$ cat config.mk
export PLATFORM = sky130hd
export DESIGN_NAME = asif_flags
export DESIGN_NICKNAME = d
export VERILOG_FILES = /design/src/common/asif_pkg.sv /design/src/rtl/asif_buf2.sv /design/src/rtl/asif_flags.sv
export VERILOG_INCLUDE_DIRS = /design/src /design/src/common
export SDC_FILE = /design/constraint.sdc
export NUM_CORES = 1
export LEC_CHECK = 0
export ABC_CLOCK_PERIOD_IN_PS = 3100
export BUFFER_PORTS_ARGS = -buffer_cell sky130_fd_sc_hd__clkbuf_2
export CAP_MARGIN = 5
export CORE_ASPECT_RATIO = 1.25
export CORE_MARGIN = 5
export CORE_UTILIZATION = 53
export CTS_CLUSTER_DIAMETER = 50
export DETAILED_ROUTE_END_ITERATION = 10
export GPL_TIMING_DRIVEN = 1
export PLACE_DENSITY_LB_ADDON = 0.25
export SLEW_MARGIN = 5
export SYNTH_ARGS = -nofsm -noshare
export SYNTH_HDL_FRONTEND = slang
export SYNTH_SLANG_ARGS = --single-unit
$ cat constraint.sdc
create_clock -name clk_sys -period 3.1 [get_ports clk_sys]
set_input_delay 0 -clock clk_sys [delete_from_list [all_inputs] [get_ports clk_sys]]
set_output_delay 0 -clock clk_sys [all_outputs]
set_load 0.02 [all_outputs]
$ cat src/common/asif_params.svh
// Constants for the serial interface flag and low-power block.
// Included by the package and the flag logic file; definitions only.
`ifndef ASIF_PARAMS_SVH
`define ASIF_PARAMS_SVH

// Status one bit positions
`define ASIF_SR1_TXE_BIT 7
`define ASIF_SR1_TXC_BIT 6
`define ASIF_SR1_RXF_BIT 5
`define ASIF_SR1_IDLE_BIT 4
`define ASIF_SR1_OR_BIT 3

// Alternative status bit positions
`define ASIF_ASR_EDGE_BIT 7
`define ASIF_ASR_BERR_BIT 1
`define ASIF_ASR_BRK_BIT 0

// Idle run lengths in bit times
`define ASIF_IDLE_SHORT 4'hA
`define ASIF_IDLE_LONG 4'hB

// Reset values
`define ASIF_TXE_RST 1'b1
`define ASIF_TXC_RST 1'b1
`define ASIF_IDLE_ARM_RST 1'b1
`define ASIF_DATA_W 8

`endif

$ cat src/common/asif_pkg.sv
// Types shared by the serial interface flag block and its bench.
// Assumes asif_params.svh is on the include path.
`include "asif_params.svh"

package asif_pkg;

  typedef logic [`ASIF_DATA_W-1:0] asif_data_t;

  // Power mode inputs from the system
  typedef struct packed {
    logic cpu_wait;
    logic cpu_stop;
    logic wait_clock_stop;
  } asif_lp_s;

  // Local interrupt enables
  typedef struct packed {
    logic tx_empty_irq_enable;
    logic tx_complete_irq_enable;
    logic rx_full_irq_enable;
    logic idle_irq_enable;
    logic rx_edge_irq_enable;
    logic bit_error_irq_enable;
    logic break_irq_enable;
  } asif_irq_en_s;

  // Software access strobes, one cycle each
  typedef struct packed {
    logic status_one_rd;
    logic data_low_rd;
    logic data_low_wr;
    logic alt_status_wr;
  } asif_sw_s;

  typedef enum logic [1:0] {
    ASIF_RUN = 2'b00,
    ASIF_FROZEN_WAIT = 2'b01,
    ASIF_FROZEN_STOP = 2'b10
  } asif_pmode_e;

endpackage

$ cat src/rtl/asif_buf2.sv
// Two-entry buffer with valid/ready on both sides.
// Same clock and reset on both sides.
`timescale 1ns/1ps
`default_nettype none

module asif_buf2 #(
  parameter int W = 8
) (
  // Clock and reset
  input wire logic clk_sys,
  input wire logic nrst,
  // Fill side
  input wire logic in_valid,
  output logic in_ready,
  input wire logic [W-1:0] in_data,
  // Drain side
  output logic out_valid,
  input wire logic out_ready,
  output logic [W-1:0] out_data
);
  logic [W-1:0] mem_reg [2];
  logic wr_ptr_reg;
  logic rd_ptr_reg;
  logic [1:0] cnt_reg;
  wire push = in_valid && in_ready;
  wire pop = out_valid && out_ready;

  assign in_ready = (cnt_reg != 2'h2);
  assign out_valid = (cnt_reg != 2'h0);
  assign out_data = mem_reg[rd_ptr_reg];

  always_ff @(posedge clk_sys or negedge nrst) begin
    if (!nrst) begin
      wr_ptr_reg <= 1'b0;
      rd_ptr_reg <= 1'b0;
      cnt_reg <= 2'h0;
    end else begin
      if (push) wr_ptr_reg <= ~wr_ptr_reg;
      if (pop) rd_ptr_reg <= ~rd_ptr_reg;
      cnt_reg <= cnt_reg + {1'b0, push} - {1'b0, pop};
    end
  end

  // Storage needs no reset; count guards it
  always_ff @(posedge clk_sys) begin
    if (push) mem_reg[wr_ptr_reg] <= in_data;
  end
endmodule // asif_buf2

`default_nettype wire

$ cat src/rtl/asif_flags.sv
// Flag, interrupt and low-power logic of the async serial interface.
// Assumes the shifter and baud logic run on clk_sys and stop when frame_run is low.
`timescale 1ns/1ps
`default_nettype none
`include "asif_params.svh"

// Summary of operation
// - Wait without clock stop runs normally
// - Clock stop in wait freezes, enables untouched
// - Frozen transfer resumes after wait exit
// - Reset aborts transfers, restores reset state
// - Stop keeps registers, resumes after wake
// - Edge detector works in stop, requests wake
// - Enabled flags and overrun ORed onto one interrupt
// - Empty flag sets on shifter load
// - Complete flag sets when nothing queued
// - Complete clears by sequence or new queue
// - Full flag sets on frame, sequence clears
// - Overrun discards frame, keeps held data
// - Idle after 10 or 11 ones, rearmed
// - Idle clears by status read, data read
// - Edge flag per polarity, write one clears
// - Bit error flag, write one or disable clears
// - Break flag, write one or disable clears
// - Interrupt request stays live during wait
module asif_flags
  import asif_pkg::*;
#(
  parameter int DATA_W = `ASIF_DATA_W
) (
  // Clock and reset
  input wire logic clk_sys,
  input wire logic nrst,
  // Power modes and configuration
  input wire asif_pkg::asif_lp_s lp,
  input wire asif_pkg::asif_irq_en_s irq_en,
  input wire logic rx_polarity,
  input wire logic long_frame,
  input wire logic bit_error_detect_en,
  input wire logic break_detect_en,
  input wire logic receiver_enable_bit,
  input wire logic transmitter_enable_bit,
  // Software access
  input wire asif_pkg::asif_sw_s sw,
  input wire logic [DATA_W-1:0] sw_wdata,
  output logic tx_wr_ready,
  // Transmit shifter side
  output logic tx_valid,
  input wire logic tx_ready,
  output logic [DATA_W-1:0] tx_data,
  input wire logic tx_special_queued,
  input wire logic tx_shift_done,
  // Receive side
  input wire logic rx_pin,
  input wire logic bit_tick,
  input wire logic rx_frame_valid,
  input wire logic [DATA_W-1:0] rx_frame_data,
  input wire logic bit_error_event,
  input wire logic break_event,
  // Status and requests
  output logic [7:0] status_one,
  output logic [7:0] alt_status,
  output logic [DATA_W-1:0] rx_data,
  output logic irq,
  output logic wake_request,
  output logic frame_run,
  output logic rx_enable_out,
  output logic tx_enable_out
);
  import asif_pkg::*;

  logic txe_reg, txc_reg, rxf_reg, idle_reg, or_reg;
  logic edge_reg, berr_reg, brk_reg;
  logic arm_txe_reg, arm_txc_reg, arm_rxf_reg, arm_idle_reg, arm_or_reg;
  logic idle_arm_reg;
  logic [3:0] ones_cnt_reg;
  logic [3:0] ones_cnt_next;
  logic [DATA_W-1:0] rx_data_reg;
  logic rx_meta_reg, rx_sync_reg, rx_prev_reg;
  logic irq_reg, wake_reg, frame_run_reg;
  asif_pmode_e pmode_reg;
  asif_pmode_e pmode_next;
  logic buf_out_valid;
  logic [DATA_W-1:0] buf_out_data;

  // Power mode decode
  wire wait_freeze = lp.cpu_wait && lp.wait_clock_stop;
  wire frozen = (pmode_reg != ASIF_RUN);

  always_comb begin
    case (pmode_reg)
      ASIF_RUN: begin
        if (lp.cpu_stop) pmode_next = ASIF_FROZEN_STOP;
        else if (wait_freeze) pmode_next = ASIF_FROZEN_WAIT;
        else pmode_next = ASIF_RUN;
      end
      ASIF_FROZEN_WAIT: pmode_next = wait_freeze ? ASIF_FROZEN_WAIT : ASIF_RUN;
      ASIF_FROZEN_STOP: pmode_next = lp.cpu_stop ? ASIF_FROZEN_STOP : ASIF_RUN;
      default: pmode_next = ASIF_RUN;
    endcase
  end

  // Transmit data path; frozen shifter takes nothing
  wire tx_pop = buf_out_valid && tx_ready && !frozen;
  asif_buf2 #(.W(DATA_W)) u_txbuf (
    .clk_sys(clk_sys),
    .nrst(nrst),
    .in_valid(sw.data_low_wr),
    .in_ready(tx_wr_ready),
    .in_data(sw_wdata),
    .out_valid(buf_out_valid),
    .out_ready(tx_ready && !frozen),
    .out_data(buf_out_data)
  );
  assign tx_valid = buf_out_valid && !frozen;
  assign tx_data = buf_out_data;

  // Sequence clears, each needs an armed status read
  wire clr_txe = sw.data_low_wr && arm_txe_reg;
  wire clr_txc = sw.data_low_wr && arm_txc_reg;
  wire clr_rxf = sw.data_low_rd && arm_rxf_reg;
  wire clr_or = sw.data_low_rd && arm_or_reg;
  wire clr_idle = sw.data_low_rd && arm_idle_reg;

  wire txc_set = tx_shift_done && !buf_out_valid && !tx_special_queued;
  wire txc_auto_clr = buf_out_valid || tx_special_queued;
  wire frame_ok = rx_frame_valid && (!rxf_reg || clr_rxf);
  wire frame_lost = rx_frame_valid && rxf_reg && !clr_rxf;

  // Idle run counter on the receive line level
  wire line_high = rx_sync_reg ^ rx_polarity;
  wire [3:0] idle_target = long_frame ? `ASIF_IDLE_LONG : `ASIF_IDLE_SHORT;
  always_comb begin
    ones_cnt_next = ones_cnt_reg;
    if (bit_tick && !frozen) begin
      if (!line_high) ones_cnt_next = 4'h0;
      else if (ones_cnt_reg != idle_target) ones_cnt_next = ones_cnt_reg + 4'h1;
    end
  end
  wire idle_set = idle_arm_reg && (ones_cnt_next == idle_target) && (ones_cnt_reg != idle_target);

  // Active edge; rx_prev_reg follows the second synchroniser stage
  wire active_edge = rx_polarity ? (rx_sync_reg && !rx_prev_reg) : (!rx_sync_reg && rx_prev_reg);

  wire alt_clr_edge = sw.alt_status_wr && sw_wdata[`ASIF_ASR_EDGE_BIT];
  wire alt_clr_berr = sw.alt_status_wr && sw_wdata[`ASIF_ASR_BERR_BIT];
  wire alt_clr_brk = sw.alt_status_wr && sw_wdata[`ASIF_ASR_BRK_BIT];

  wire irq_next = (txe_reg && irq_en.tx_empty_irq_enable) ||
                  (txc_reg && irq_en.tx_complete_irq_enable) ||
                  (rxf_reg && irq_en.rx_full_irq_enable) ||
                  or_reg ||
                  (idle_reg && irq_en.idle_irq_enable) ||
                  (edge_reg && irq_en.rx_edge_irq_enable) ||
                  (berr_reg && irq_en.bit_error_irq_enable) ||
                  (brk_reg && irq_en.break_irq_enable);

  // Everything returns to reset values on nrst
  always_ff @(posedge clk_sys or negedge nrst) begin
    if (!nrst) begin
      pmode_reg <= ASIF_RUN;
      rx_meta_reg <= 1'b1;
      rx_sync_reg <= 1'b1;
      rx_prev_reg <= 1'b1;
      irq_reg <= 1'b0;
      wake_reg <= 1'b0;
      frame_run_reg <= 1'b1;
      ones_cnt_reg <= 4'h0;
      idle_arm_reg <= `ASIF_IDLE_ARM_RST;
    end else begin
      pmode_reg <= pmode_next;
      rx_meta_reg <= rx_pin;
      rx_sync_reg <= rx_meta_reg;
      rx_prev_reg <= rx_sync_reg;
      irq_reg <= irq_next;
      wake_reg <= lp.cpu_stop && active_edge;
      frame_run_reg <= (pmode_next == ASIF_RUN);
      ones_cnt_reg <= ones_cnt_next;
      if (idle_set) idle_arm_reg <= 1'b0;
      else if (frame_ok) idle_arm_reg <= 1'b1;
    end
  end

  // Status one flags; set wins over clear
  always_ff @(posedge clk_sys or negedge nrst) begin
    if (!nrst) begin
      txe_reg <= `ASIF_TXE_RST;
      txc_reg <= `ASIF_TXC_RST;
      rxf_reg <= 1'b0;
      or_reg <= 1'b0;
      idle_reg <= 1'b0;
      rx_data_reg <= '0;
    end else begin
      if (tx_pop) txe_reg <= 1'b1;
      else if (clr_txe) txe_reg <= 1'b0;
      if (txc_set) txc_reg <= 1'b1;
      else if (clr_txc || txc_auto_clr) txc_reg <= 1'b0;
      if (frame_ok) rxf_reg <= 1'b1;
      else if (clr_rxf) rxf_reg <= 1'b0;
      if (frame_lost) or_reg <= 1'b1;
      else if (clr_or) or_reg <= 1'b0;
      if (idle_set) idle_reg <= 1'b1;
      else if (clr_idle) idle_reg <= 1'b0;
      if (frame_ok) rx_data_reg <= rx_frame_data;
    end
  end

  // Arming by a status read that saw the flag set
  always_ff @(posedge clk_sys or negedge nrst) begin
    if (!nrst) begin
      arm_txe_reg <= 1'b0;
      arm_txc_reg <= 1'b0;
      arm_rxf_reg <= 1'b0;
      arm_or_reg <= 1'b0;
      arm_idle_reg <= 1'b0;
    end else begin
      if (sw.status_one_rd) begin
        arm_txe_reg <= txe_reg;
        arm_txc_reg <= txc_reg;
        arm_rxf_reg <= rxf_reg;
        arm_or_reg <= or_reg;
        arm_idle_reg <= idle_reg;
      end else begin
        if (sw.data_low_wr) arm_txe_reg <= 1'b0;
        if (sw.data_low_wr) arm_txc_reg <= 1'b0;
        if (sw.data_low_rd) arm_rxf_reg <= 1'b0;
        if (sw.data_low_rd) arm_or_reg <= 1'b0;
        if (sw.data_low_rd) arm_idle_reg <= 1'b0;
      end
    end
  end

  // Alternative status flags
  always_ff @(posedge clk_sys or negedge nrst) begin
    if (!nrst) begin
      edge_reg <= 1'b0;
      berr_reg <= 1'b0;
      brk_reg <= 1'b0;
    end else begin
      if (active_edge) edge_reg <= 1'b1;
      else if (alt_clr_edge) edge_reg <= 1'b0;
      if (!bit_error_detect_en) berr_reg <= 1'b0;
      else if (bit_error_event) berr_reg <= 1'b1;
      else if (alt_clr_berr) berr_reg <= 1'b0;
      if (!break_detect_en) brk_reg <= 1'b0;
      else if (break_event) brk_reg <= 1'b1;
      else if (alt_clr_brk) brk_reg <= 1'b0;
    end
  end

  assign status_one = {txe_reg, txc_reg, rxf_reg, idle_reg, or_reg, 3'h0};
  assign alt_status = {edge_reg, 5'h00, berr_reg, brk_reg};
  assign rx_data = rx_data_reg;
  assign irq = irq_reg;
  assign wake_request = wake_reg;
  assign frame_run = frame_run_reg;
  // Enables pass through unchanged in every power mode
  assign rx_enable_out = receiver_enable_bit;
  assign tx_enable_out = transmitter_enable_bit;
endmodule // asif_flags

`default_nettype wire

==> summary.txt <==
Yosys
  • Mapped cell area: 2420 um2
  • Simple-gate portion of the synthesized area: 12.1%
  • EDFF count, synth: 16
  • Synth top area cells: dfrtp_1 32%, edfxtp_1 20%, dfstp_2 7.6%
  • Seq/Total Area, Yosys: 59.5%
  • Synth cell types: 42
  • Syn Area/Cell: 12.3 um2
  • Post-synth top area share: 32.0%
  • Largest area contributor in the netlist: dfrtp_1
  • Compound-Gate Fraction of Synth Area: 8.37%
  • Mapped Cells: 197
  • Ys async rst share: 70.4%
  • Number of synthesized register bits: 54
  • Mux contribution to synthesized area: 8.32%
  • Synth Area in XOR/XNOR: 2.84%
  • Yosys warns: 0
  • Largest family of logic cells by synthesized area: simple AND/OR/NAND/NOR gates
  • Synthesized-area fraction occupied by adder cells: 1.55%
  • Top_reg_cell synth: dfrtp_1

Routing
  • WL final: 4980 um
  • Vias: 1750
  • ANT nets after route: 0
  • Metal2 WL: 2560 um
  • Post-DR wirelength/cell: 14.1 um
  • Top Layer Used: met4
  • Drt pass-1 iters: 4
  • Metal3 WL: 390 um
  • DR iter-0 viols: 85
  • Avg Vias per Cell: 4.94
  • Drt drc: 0
  • WL met1: 1950 um

Setup path
  • Peak per-stage delay on the critical path: 0.60 ns
  • Most frequent CP cell: dlygate4sd3_1
  • RR Startpoint: txe_reg
  • Critical Path AT: 2.38 ns
  • Worst-case register-to-register setup slack: 0.90 ns
  • Reg2reg path depth: 5
  • CP cell instances: a22o_1 > a221oi_1 > dlygate4sd3_1 > nand3_1 > dlygate4sd3_1
  • Crit start category: register
  • Crit Path Class: register to register
  • CP required: 3.29 ns
  • Worst setup EP type: register
  • RR Endpoint: irq
  • Worst-path fanout max: 4
  • Crit path max-delay cell type: dlygate4sd3_1

Min path
  • Hold Crit Start: transmitter_enable_bit
  • Hold Path Class: input pin to output port
  • Worst Hold End: tx_enable_out
  • Hold path cells: 0

Final layout
  • Commonest non-fill, non-tap cell in the layout: clkbuf_2
  • Final Net Count: 344
  • Share of cells above drive strength 1: 36.5%
  • Layout area overhead: 30.2%
  • Max FFs per register: 16
  • Commonest cells after routing, fill and taps aside: 72 x clkbuf_2, 34 x dlygate4sd3_1, 31 x dfrtp_1
  • Final cell count without fillers: 354
  • # diodes: 0

GRT
  • Initial antenna violation count: 0
  • Largest net degree at the start of global routing: 39
  • Gr ovfl total: 0
  • First-pass GRT wire length: 8420 um
  • Vias in the first global route: 1793
  • Overall Global Routing Usage: 17.6%

Clock network
  • Num CTS Buffers: 5
  • Number of H-tree levels: 2
  • Clk root buf: clkbuf_8
  • Clk Latency, worst-skew pair: 0.30 ns
  • Post-CTS Repair Setup Buffers: 0
  • Worst-path clk slew: 0.09 ns
  • Post-CTS Hold Buffers: 34
  • CTS tree: done
  • Bufs on Longest Clock Path: 2
  • CTS Sinks: 54
  • # resized after CTS: 0

STA
  • Rel. slew slack: 40.1%
  • Final period util: 70.8%
  • Max Slew Vio Count: 0
  • Fmax achieved: 455 MHz
  • Final Hold Vio Count: 0
  • Tmin final: 2.20 ns
  • Setup-failing EPs final: 0
  • Worst Tran Pin Value: 0.898 ns
  • RSZ-0062 raised after global routing: false
  • Clk_skew: 0.00725 ns
  • Setup TNS: 0 ns

Placed design
  • DP HPWL: 3510 um
  • RePlAce Congestion: 0.782
  • PortBufs: 72
  • DP Cell Count: 312

Power
  • Power Density: 674 nW/um2
  • Peak supply drop: 0.000344 V
  • Leak: 1.45 nW
  • Pwr Total: 2.12 mW

Flow run
  • MaxCap Viol Count: 0

Floorplan
  • Chip width: 70.5 um
  • Die H: 85.6 um
  • Row count: 27
  • Core ar.: 4430 um2
  • Die ar.: 6030 um2
  • Initial core utilization: 54.7%
  • I/O pin count: 85

Outcome
  • Status: completed
cell usage after synthesis, drive strengths merged, types with 3 or more instances:
library cell,n
a21oi,5
and2,3
buf,19
clkbuf,3
dfrtp,31
dfstp,7
edfxtp,16
ha,3
inv,6
mux2,17
nand2,25
nand2b,6
nand3,5
nor2,7
nor2b,4
o211ai,3
o21ai,7
xnor2,5
worst max-delay path by stage:
| stage | start | endpoint | slack, ns | cells past startpoint |
|---|---|---|---|---|
| floorplan | pmode_reg[0] | u_txbuf.cnt_reg[1] | 1.10 | 8 |
| global placement | rx_sync_reg | idle_reg | 1.46 | 4 |
| detailed placement | rx_sync_reg | idle_arm_reg | 1.40 | 4 |
| CTS | txe_reg | irq | 0.95 | 5 |
| global route | txe_reg | irq | 0.78 | 5 |
| finish | txe_reg | irq | 0.90 | 5 |
stage by stage:
| stage | area (um2) | setup WS, ns | hold slack, ns | utilization, % |
|---|---|---|---|---|
| final | 3150 | 0.904 | 0.0000436 | 71.2 |
| after global routing | 3150 | 0.781 | 0.000117 | 71.2 |
| after CTS | 3150 | 0.948 | 0.000137 | 71.2 |
| after detailed placement | 2730 | 1.40 | 0.000137 | 61.7 |
| after global placement | 2730 | 1.46 | 0.000137 | 61.7 |
| after floorplan | 2450 | 1.10 | -0.296 | - |
metal layers:
layer  GRT usage [%]  vias to the layer above
li1                -                      856
met1            20.3                      831
met2            31.2                       56
met3            4.81                        7
met4            6.27                        0
met5               0                        -
report_power, final:
group          total, mW  internal, mW  switching, mW
Sequential          1.04         0.917          0.127
Clock              0.365         0.157          0.208
Combinational      0.715         0.323          0.392
Total               2.12          1.40          0.727
logic make-up after synthesis:
family | count (synthesis)
and+or+nand+nor | 58
buffers and inverters | 28
adders and majority gates | 3
xor gates and xnor gates | 7
AOI/OAI and AO/OA | 28
muxes | 18
other | 1
DFF | 54
worst max-delay path: cells and delay by family (launching register included):
kind / cells / cell delay, ns
buffers and inverters: 2 / 1.17
AOI/OAI and AO/OA: 2 / 0.45
DFF: 1 / 0.40
and+or+nand+nor: 1 / 0.07
layout make-up:
class / count / area (um2)
Tap cell: 58 / 72.6
Sequential cell: 54 / 1440
Clock inverter: 2 / 10.0
Inverter: 6 / 22.5
Multi-Input combinational cell: 122 / 835
Fill cell: 337 / 1270
Clock buffer: 6 / 72.6
Timing Repair Buffer: 106 / 701
Note: power is estimated with default switching activity, not from simulation.
